<file path="config.mk">
export PLATFORM = sky130hd
export DESIGN_NAME = gmr_regs
export DESIGN_NICKNAME = d
export VERILOG_FILES = /design/src/gmr_pkg.sv /design/src/gmr_regs.sv
export SDC_FILE = /design/constraint.sdc
export NUM_CORES = 1
export LEC_CHECK = 0
export BUFFER_PORTS_ARGS = -buffer_cell sky130_fd_sc_hd__buf_4
export CAP_MARGIN = 20
export CELL_PAD_IN_SITES_DETAIL_PLACEMENT = 0
export CELL_PAD_IN_SITES_GLOBAL_PLACEMENT = 2
export CORE_MARGIN = 3
export CORE_UTILIZATION = 36
export CTS_CLUSTER_DIAMETER = 50
export DETAILED_ROUTE_END_ITERATION = 8
export PLACE_DENSITY_LB_ADDON = 0.1
export SYNTH_ARGS = -nofsm -noshare
export SYNTH_HDL_FRONTEND = slang
export SYNTH_SLANG_ARGS = --single-unit
</file>
<file path="constraint.sdc">
create_clock -name aclk -period 6.1 [get_ports aclk]
set_input_delay 0.305 -clock aclk [delete_from_list [all_inputs] [get_ports aclk]]
set_output_delay 0.305 -clock aclk [all_outputs]
set_load 0.05 [all_outputs]
</file>
<file path="src/gmr_pkg.sv">
// graphics memory region registers: shared constants and types
// assumes a 32-bit axi4-lite slave with one register per aligned word
package gmr_pkg;

	// ***************************************
	// register indices (byte address = index * 4)
	// ***************************************
	localparam logic [9:0] IDX_DISPLAY_WIDTH = 10'h008;
	localparam logic [9:0] IDX_DISPLAY_HEIGHT = 10'h009;
	localparam logic [9:0] IDX_FB_ZERO_BASE = 10'h00a;
	localparam logic [9:0] IDX_FB_ONE_BASE = 10'h00b;
	localparam logic [9:0] IDX_LIST_BASE_HIGH = 10'h00c;
	localparam logic [9:0] IDX_LIST_BASE_LOW = 10'h00d;
	localparam logic [9:0] IDX_SOURCE_BASE = 10'h00e;
	localparam logic [9:0] IDX_WORK_BASE = 10'h00f;
	localparam logic [9:0] IDX_GROUP_LAST = 10'h012;
	localparam logic [9:0] IDX_BUFFER_CONTROL = 10'h020;
	localparam logic [9:0] IDX_ACTIVE_STATUS = 10'h021;

	// ***************************************
	// field widths and positions
	// ***************************************
	localparam int WIDTH_BITS = 10;
	localparam int HEIGHT_BITS = 9;
	localparam int FB_BITS = 6;
	localparam int LIST_TOP_BITS = 7;
	localparam int LIST_BOTTOM_BITS = 11;
	localparam int LIST_BOTTOM_LSB = 5;
	localparam int SOURCE_BITS = 6;
	localparam int SOURCE_LSB = 1;
	localparam int WORK_BITS = 7;
	localparam int ORIGIN_STATUS_LSB = 8;
	localparam int SELECT_BIT = 0;

	// ***************************************
	// bus answers
	// ***************************************
	localparam logic [1:0] RESP_OKAY = 2'h0;
	localparam logic [1:0] RESP_SLVERR = 2'h2;

	// one-bit gray sequences for the bus channels
	typedef enum logic [0:0] {
		GMR_W_IDLE = 1'h0,
		GMR_W_RESP = 1'h1
	} gmr_wr_t;

	typedef enum logic [0:0] {
		GMR_R_IDLE = 1'h0,
		GMR_R_DATA = 1'h1
	} gmr_rd_t;

endpackage

</file>
<file path="src/gmr_regs.sv">
// graphics memory region register bank behind an axi4-lite slave
// assumes update strobes and the bus are synchronous to aclk
`timescale 1ns/10ps
`default_nettype none

module gmr_regs #(
	parameter int ADDR_W = 12
) (
	input wire logic aclk,
	input wire logic aresetn,
	input wire logic [ADDR_W-1:0] s_axi_awaddr,
	input wire logic [2:0] s_axi_awprot,
	input wire logic s_axi_awvalid,
	output logic s_axi_awready,
	input wire logic [31:0] s_axi_wdata,
	input wire logic [3:0] s_axi_wstrb,
	input wire logic s_axi_wvalid,
	output logic s_axi_wready,
	output logic [1:0] s_axi_bresp,
	output logic s_axi_bvalid,
	input wire logic s_axi_bready,
	input wire logic [ADDR_W-1:0] s_axi_araddr,
	input wire logic [2:0] s_axi_arprot,
	input wire logic s_axi_arvalid,
	output logic s_axi_arready,
	output logic [31:0] s_axi_rdata,
	output logic [1:0] s_axi_rresp,
	output logic s_axi_rvalid,
	input wire logic s_axi_rready,
	input wire logic internal_update,
	input wire logic external_update,
	output logic [gmr_pkg::WIDTH_BITS-1:0] width_field,
	output logic [gmr_pkg::HEIGHT_BITS-1:0] height_field,
	output logic shown_buffer_select,
	output logic [gmr_pkg::FB_BITS-1:0] display_addr_top,
	output logic [gmr_pkg::FB_BITS-1:0] origin_addr_top,
	output logic [gmr_pkg::LIST_TOP_BITS+gmr_pkg::LIST_BOTTOM_BITS-1:0] list_addr,
	output logic [gmr_pkg::SOURCE_BITS-1:0] source_addr_top,
	output logic [gmr_pkg::WORK_BITS-1:0] work_addr_top
);

	// ***************************************
	// state
	// ***************************************
	typedef struct packed {
		gmr_pkg::gmr_wr_t wr;
		gmr_pkg::gmr_rd_t rd;
		logic aw_got;
		logic [9:0] aw_idx;
		logic w_got;
		logic [15:0] w_data;
		logic [1:0] w_strb;
		logic awready;
		logic wready;
		logic arready;
		logic [1:0] bresp;
		logic [31:0] rdata;
		logic [1:0] rresp;
		logic [gmr_pkg::WIDTH_BITS-1:0] width;
		logic [gmr_pkg::HEIGHT_BITS-1:0] height;
		logic [gmr_pkg::FB_BITS-1:0] fb0_pend;
		logic [gmr_pkg::FB_BITS-1:0] fb1_pend;
		logic [gmr_pkg::FB_BITS-1:0] fb0_act;
		logic [gmr_pkg::FB_BITS-1:0] fb1_act;
		logic sel;
		logic [gmr_pkg::FB_BITS-1:0] shown;
		logic [gmr_pkg::FB_BITS-1:0] origin;
		logic [gmr_pkg::LIST_TOP_BITS-1:0] list_top;
		logic [gmr_pkg::LIST_BOTTOM_BITS-1:0] list_bottom;
		logic [gmr_pkg::SOURCE_BITS-1:0] source_top;
		logic [gmr_pkg::WORK_BITS-1:0] work_top;
	} gmr_state_t;

	gmr_state_t st;
	gmr_state_t next_st;

	// byte-lane merge of a 16-bit register image
	function automatic logic [15:0] merge16(input logic [15:0] old, input logic [15:0] data,
		input logic [1:0] strb);
		logic [15:0] res;
		res = old;
		if (strb[0]) begin
			res[7:0] = data[7:0];
		end
		if (strb[1]) begin
			res[15:8] = data[15:8];
		end
		return res;
	endfunction

	// register image as software sees it; reserved bits read zero
	function automatic logic [15:0] image(input gmr_state_t s, input logic [9:0] idx);
		logic [15:0] v;
		v = 16'h0000;
		if (idx == gmr_pkg::IDX_DISPLAY_WIDTH) begin
			v[gmr_pkg::WIDTH_BITS-1:0] = s.width;
		end else if (idx == gmr_pkg::IDX_DISPLAY_HEIGHT) begin
			v[gmr_pkg::HEIGHT_BITS-1:0] = s.height;
		end else if (idx == gmr_pkg::IDX_FB_ZERO_BASE) begin
			v[gmr_pkg::FB_BITS-1:0] = s.fb0_pend;
		end else if (idx == gmr_pkg::IDX_FB_ONE_BASE) begin
			v[gmr_pkg::FB_BITS-1:0] = s.fb1_pend;
		end else if (idx == gmr_pkg::IDX_LIST_BASE_HIGH) begin
			v[gmr_pkg::LIST_TOP_BITS-1:0] = s.list_top;
		end else if (idx == gmr_pkg::IDX_LIST_BASE_LOW) begin
			v[15:gmr_pkg::LIST_BOTTOM_LSB] = s.list_bottom;
		end else if (idx == gmr_pkg::IDX_SOURCE_BASE) begin
			v[gmr_pkg::SOURCE_BITS:gmr_pkg::SOURCE_LSB] = s.source_top;
		end else if (idx == gmr_pkg::IDX_WORK_BASE) begin
			v[gmr_pkg::WORK_BITS-1:0] = s.work_top;
		end else if (idx == gmr_pkg::IDX_BUFFER_CONTROL) begin
			v[gmr_pkg::SELECT_BIT] = s.sel;
		end else if (idx == gmr_pkg::IDX_ACTIVE_STATUS) begin
			v[gmr_pkg::FB_BITS-1:0] = s.shown;
			v[gmr_pkg::ORIGIN_STATUS_LSB+gmr_pkg::FB_BITS-1:gmr_pkg::ORIGIN_STATUS_LSB] = s.origin;
		end
		return v;
	endfunction

	// mapped: the memory-control group plus the two buffer words
	function automatic logic mapped(input logic [9:0] idx);
		return (idx >= gmr_pkg::IDX_DISPLAY_WIDTH && idx <= gmr_pkg::IDX_GROUP_LAST) ||
			idx == gmr_pkg::IDX_BUFFER_CONTROL || idx == gmr_pkg::IDX_ACTIVE_STATUS;
	endfunction

	// ***************************************
	// next state
	// ***************************************
	always_comb begin
		logic [15:0] wv;
		logic [9:0] ridx;
		wv = 16'h0000;
		ridx = s_axi_araddr[11:2];
		next_st = st;

		// address and data are taken in either order
		if (s_axi_awvalid && st.awready) begin
			next_st.aw_got = 1'b1;
			next_st.aw_idx = s_axi_awaddr[11:2];
		end
		if (s_axi_wvalid && st.wready) begin
			next_st.w_got = 1'b1;
			next_st.w_data = s_axi_wdata[15:0];
			next_st.w_strb = s_axi_wstrb[1:0];
		end

		case (st.wr)
			gmr_pkg::GMR_W_IDLE: begin
				if (next_st.aw_got && next_st.w_got) begin
					wv = merge16(image(st, next_st.aw_idx), next_st.w_data, next_st.w_strb);
					next_st.aw_got = 1'b0;
					next_st.w_got = 1'b0;
					next_st.wr = gmr_pkg::GMR_W_RESP;
					next_st.bresp = mapped(next_st.aw_idx) ? gmr_pkg::RESP_OKAY :
						gmr_pkg::RESP_SLVERR;
					if (next_st.aw_idx == gmr_pkg::IDX_DISPLAY_WIDTH) begin
						next_st.width = wv[gmr_pkg::WIDTH_BITS-1:0];
					end else if (next_st.aw_idx == gmr_pkg::IDX_DISPLAY_HEIGHT) begin
						next_st.height = wv[gmr_pkg::HEIGHT_BITS-1:0];
					end else if (next_st.aw_idx == gmr_pkg::IDX_FB_ZERO_BASE) begin
						next_st.fb0_pend = wv[gmr_pkg::FB_BITS-1:0];
					end else if (next_st.aw_idx == gmr_pkg::IDX_FB_ONE_BASE) begin
						next_st.fb1_pend = wv[gmr_pkg::FB_BITS-1:0];
					end else if (next_st.aw_idx == gmr_pkg::IDX_LIST_BASE_HIGH) begin
						next_st.list_top = wv[gmr_pkg::LIST_TOP_BITS-1:0];
					end else if (next_st.aw_idx == gmr_pkg::IDX_LIST_BASE_LOW) begin
						next_st.list_bottom = wv[15:gmr_pkg::LIST_BOTTOM_LSB];
					end else if (next_st.aw_idx == gmr_pkg::IDX_SOURCE_BASE) begin
						next_st.source_top = wv[gmr_pkg::SOURCE_BITS:gmr_pkg::SOURCE_LSB];
					end else if (next_st.aw_idx == gmr_pkg::IDX_WORK_BASE) begin
						next_st.work_top = wv[gmr_pkg::WORK_BITS-1:0];
					end else if (next_st.aw_idx == gmr_pkg::IDX_BUFFER_CONTROL) begin
						next_st.sel = wv[gmr_pkg::SELECT_BIT];
					end
				end
			end
			gmr_pkg::GMR_W_RESP: begin
				if (s_axi_bready) begin
					next_st.wr = gmr_pkg::GMR_W_IDLE;
				end
			end
			default: begin
				next_st.wr = gmr_pkg::GMR_W_IDLE;
			end
		endcase

		// read: one cycle from address to data
		case (st.rd)
			gmr_pkg::GMR_R_IDLE: begin
				if (s_axi_arvalid && st.arready) begin
					next_st.rd = gmr_pkg::GMR_R_DATA;
					next_st.rdata = {16'h0000, image(st, ridx)};
					next_st.rresp = mapped(ridx) ? gmr_pkg::RESP_OKAY :
						gmr_pkg::RESP_SLVERR;
				end
			end
			gmr_pkg::GMR_R_DATA: begin
				if (s_axi_rready) begin
					next_st.rd = gmr_pkg::GMR_R_IDLE;
				end
			end
			default: begin
				next_st.rd = gmr_pkg::GMR_R_IDLE;
			end
		endcase

		// select clears before routing, so display and flag never disagree
		if (!aresetn) begin
			next_st.sel = 1'b0;
		end

		// pending copy moves only at its update event
		if (internal_update) begin
			if (next_st.sel) begin
				next_st.fb1_act = next_st.fb1_pend;
			end else begin
				next_st.fb0_act = next_st.fb0_pend;
			end
		end
		if (external_update) begin
			if (next_st.sel) begin
				next_st.fb0_act = next_st.fb0_pend;
			end else begin
				next_st.fb1_act = next_st.fb1_pend;
			end
		end

		// select flag splits display and origin
		next_st.shown = next_st.sel ? next_st.fb1_act : next_st.fb0_act;
		next_st.origin = next_st.sel ? next_st.fb0_act : next_st.fb1_act;

		// ready flags registered so outputs come from flip-flops
		next_st.awready = !next_st.aw_got && next_st.wr == gmr_pkg::GMR_W_IDLE;
		next_st.wready = !next_st.w_got && next_st.wr == gmr_pkg::GMR_W_IDLE;
		next_st.arready = next_st.rd == gmr_pkg::GMR_R_IDLE;

		// reset here touches only bus control; region fields kept, select cleared above
		if (!aresetn) begin
			next_st.wr = gmr_pkg::GMR_W_IDLE;
			next_st.rd = gmr_pkg::GMR_R_IDLE;
			next_st.aw_got = 1'b0;
			next_st.w_got = 1'b0;
			next_st.awready = 1'b0;
			next_st.wready = 1'b0;
			next_st.arready = 1'b0;
			next_st.bresp = gmr_pkg::RESP_OKAY;
			next_st.rresp = gmr_pkg::RESP_OKAY;
			next_st.rdata = 32'h00000000;
		end
	end

	// ***************************************
	// registers
	// ***************************************
	// no reset branch: field contents must survive reset
	always_ff @(posedge aclk) begin
		st <= next_st;
	end

	// ***************************************
	// outputs
	// ***************************************
	assign s_axi_awready = st.awready;
	assign s_axi_wready = st.wready;
	assign s_axi_bvalid = st.wr == gmr_pkg::GMR_W_RESP;
	assign s_axi_bresp = st.bresp;
	assign s_axi_arready = st.arready;
	assign s_axi_rvalid = st.rd == gmr_pkg::GMR_R_DATA;
	assign s_axi_rdata = st.rdata;
	assign s_axi_rresp = st.rresp;
	assign width_field = st.width;
	assign height_field = st.height;
	assign shown_buffer_select = st.sel;
	assign display_addr_top = st.shown;
	assign origin_addr_top = st.origin;
	assign list_addr = {st.list_top, st.list_bottom};
	assign source_addr_top = st.source_top;
	// same work base for either pixel depth
	assign work_addr_top = st.work_top;

endmodule

`default_nettype wire

</file>
==> impl_metrics.py <==
metrics = {
    "placement": {
        "hpwlAfterDp_microns": 16200,
        "post-place-ws_ns": 1.53,
        "place_inst": 944,
        "place_congestion": 0.863,
        "portBuffers": 132,
    },
    "synth": {
        "synth_ff_type": "dfxtp_1",
        "netlist-cell-type-count": 69,
        "synth-seq-cells": 140,
        "syn_avg_cell_area_sq_um": 10.8,
        "synth_top_area_share_pct": 25.6,
        "seq_area_frac_synth_pct": 46.9,
        "postSynthCellCount": 650,
        "synth.cell_area_sq_um": 7050,
        "yosys_warnings": 0,
        "async_flop_share_pct": 0,
        "synth_top_area_cell": "dfxtp_1",
        "synth_edf_count": 50,
        "synthTopCellsByArea": "dfxtp_1, edfxtp_1, buf_4, mux2_2, mux4_2",
    },
    "sta": {
        "worst_pin_slew_ns": 1.10,
        "fin_skew_ns": 0.00842,
        "setup_viol": 0,
        "period_share_pct": 67.2,
        "timing.fmax_mhz": 244,
        "slew_headroom_pct": 26.1,
        "min_period_ns": 4.10,
        "fin_tns_setup_ns": 0,
        "hold_viol": 0,
        "rsz0062_at_grt": "false",
        "slew_violations": 0,
        "worst_slack_ns": 2.00,
        "whs_ns": 0.0963,
    },
    "cts": {
        "clk_pin_slew_ns": 0.06,
        "holdBufCountCts": 0,
        "post_cts_buffers": 0,
        "clock_sinks": 140,
        "cts-resized-gates": 0,
        "insertion_delay_ns": 0.43,
        "cts_tree": "built",
        "htreeDepth": 4,
        "ctsLongestPathBuffers": 2,
        "root_buffer": "clkbuf_16",
        "cts-buffers-inserted": 17,
    },
    "grt": {
        "met3_usage_pct": 4.55,
        "grt_first_pass_wirelength_microns": 32200,
        "grt_usage_pct": 19.8,
        "grt_overflow_total": 0,
        "use_met2_pct": 31.2,
        "busiest_layer": "met2",
        "grt_pass1_vias": 5243,
        "met1_usage_pct": 27.0,
        "antenna_found_initial": 1,
        "grt_start_max_net_pins": 29,
    },
    "critical_path": {
        "cp-startpoint": "s_axi_awready",
        "rr_endpoint": "st[47]",
        "path_buf_inv": 1,
        "ff2ff_path_depth": 10,
        "required_ns": 6.41,
        "worstSetupEndpointType": "flop",
        "critPathLaunchType": "flop",
        "timing.rr.start": "s_axi_awready",
        "cp_slowest_stage_delay_ns": 0.83,
        "crit_fanout": 15,
        "critPathTopFamily": "simple AND/OR/NAND/NOR gates",
        "regToRegSetupSlack_ns": 2.00,
        "cp_data_arrival_time_ns": 4.41,
        "path_cells": "nand2_2 -> mux2i_2 -> nor4_2 -> o2bb2ai_1 -> o311ai_2 -> a211oi_1 -> a311o_1 -> buf_8 -> mux2i_4 -> mux2_4",
        "critPathSlowestCell": "nor4_2",
        "crit_type": "flop to flop",
    },
    "drt": {
        "wl_per_cell_microns": 21.7,
        "firstDrtPassIters": 7,
        "vias": 5201,
        "drtAntennaViolNets": 0,
        "drt_iter0_drc": 411,
        "drcViolationCount": 0,
        "wl_microns": 21200,
        "via_per_inst": 5.32,
    },
    "floorplan": {
        "coreArea_sq_um": 19000,
        "die_area_sq_um": 21300,
        "die_w_microns": 146,
        "start_util_pct": 37.2,
        "die_h_microns": 146,
        "pin_count": 179,
        "num_rows": 50,
    },
    "cells_and_area": {
        "drive_above_1_share_pct": 34.0,
        "n_antenna_cell": 0,
        "multi_input_area_sq_um": 2920,
        "area_delta_synth_final_pct": 16.6,
        "layout.nets": 780,
        "nFillCells": 1844,
        "ff_latch_area_sq_um": 3300,
        "stdcell_count": 978,
    },
    "power_and_ir_drop": {
        "power.leakage_nw": 3.19,
        "ir_worst_vdd_uv": 198,
        "p_per_area_nw_per_um2": 300,
    },
    "hold_path": {
        "holdPathStages": 3,
        "hold_end": "st[147]",
        "hold_start": "s_axi_awaddr[4]",
        "min_path_type": "input port to flop",
    },
    "flow_run": {
        "drv_cap": 0,
    },
    "status": {
        "status": "complete, no violations",
    },
}
-- Yosys cell counts, types with 3 or more instances --
cell / count
and2_1: 7
a22oi_1: 12
nor2b_1: 7
o21a_1: 3
nand2b_1: 4
a221oi_1: 12
or3_1: 5
mux2i_4: 3
dfxtp_1: 90
nor4_4: 3
a22o_1: 7
a21oi_1: 29
mux2i_1: 8
mux2_4: 12
a222oi_1: 12
mux2_2: 26
nand3_1: 7
o21ai_0: 24
nor3_1: 10
a31oi_1: 9
and3_1: 5
nand2_1: 53
mux4_2: 12
buf_2: 5
edfxtp_1: 50
nand3b_1: 4
o22ai_1: 4
buf_4: 99
a21boi_0: 3
clkbuf_1: 14
nor3b_1: 3
nor2_1: 43
inv_1: 11
and4b_1: 3
a221o_1: 4
nand4_1: 3
o21ai_1: 3
-- logic make-up (layout without fill, tap and decap cells) --
logic type	count (synthesis)	in the layout	synth area share, %
simple gates	170	170	12.9
compound gates	144	144	14.7
flops	140	140	46.9
buf+inv	133	184	12.7
mux	62	62	12.8
other cells	1	18	0.0532
-- cell usage in the layout (no fill, tap or decap), types with 8 or more instances in the layout --
cell type and instances:
a21oi_1 29, a221oi_1 12, a222oi_1 12, a22oi_1 12, a31oi_1 9, buf_4 137, clkbuf_16 18, conb_1 18
dfxtp_1 90, edfxtp_1 50, inv_1 11, mux2_2 26, mux2_4 12, mux2i_1 8, mux4_2 12, nand2_1 53
nor2_1 43, nor3_1 9, o21ai_0 24
-- sequential cells by signal, indices dropped and copies added (netlist names) --
| signal | cells |
|---|---|
| width_field | 10 |
| s_axi_rvalid | 1 |
| s_axi_rdata | 16 |
| height_field | 9 |
| source_addr_top | 6 |
| list_addr | 18 |
| s_axi_arready | 1 |
| s_axi_bvalid | 1 |
| s_axi_wready | 1 |
| s_axi_awready | 1 |
| st | 54 |
| display_addr_top | 6 |
| work_addr_top | 7 |
| shown_buffer_select | 1 |
| origin_addr_top | 6 |
| s_axi_bresp | 1 |
| s_axi_rresp | 1 |
-- where the power goes --
part / internal, mW / total (mW) / switching, mW
logic: 0.131 / 0.384 / 0.253
registers: 1.05 / 1.08 / 0.0340
clock network: 0.585 / 0.997 / 0.412
total: 1.76 / 2.46 / 0.699
-- per-layer routing --
| metal | vias to the layer above | part of all wire [%] |
|---|---|---|
| met5 | - | 0 |
| met2 | 205 | 46 |
| met4 | 0 | 1.8 |
| met3 | 30 | 6.7 |
| met1 | 2542 | 45 |
| li1 | 2424 | - |
-- worst register-to-register path, cell delays in order (launching register included) --
cell and delay (ns):
dfxtp_1 0.61, nand2_2 0.35, mux2i_2 0.33, nor4_2 0.84
o2bb2ai_1 0.21, o311ai_2 0.14, a211oi_1 0.22, a311o_1 0.28
buf_8 0.22, mux2i_4 0.45, mux2_4 0.34
-- how the worst max path moves through the flow --
| stage | slack (ns) | cells past startpoint | to |
|---|---|---|---|
| 2_1_floorplan | 2.82 | 10 | st[55] |
| 3_5_place_dp | 1.53 | 9 | st[45] |
| 6_report | 2.00 | 10 | st[47] |
| 3_3_place_gp | 1.60 | 9 | st[46] |
| 5_1_grt | 1.71 | 10 | st[47] |
| 4_1_cts | 1.50 | 9 | st[47] |
-- cell type report --
type | count | share of cell area [%]
multi-input combinational | 394 | 35.6
sequential | 140 | 40.2
tap | 260 | 3.96
inverter | 13 | 0.594
clock buffer | 19 | 5.53
timing repair buffer | 139 | 12.8
clock inverter | 13 | 1.39
-- metrics by stage --
step	area, sq um	util, %	total power [mW]
floorplan	7110	-	1.38
finish	8220	43.4	2.46
global placement	7620	40.2	1.48
CTS	8200	43.2	2.48
detailed placement	7630	40.3	1.49
global route	8220	43.4	2.56
No activity file was read; power rests on OpenSTA's default activity.
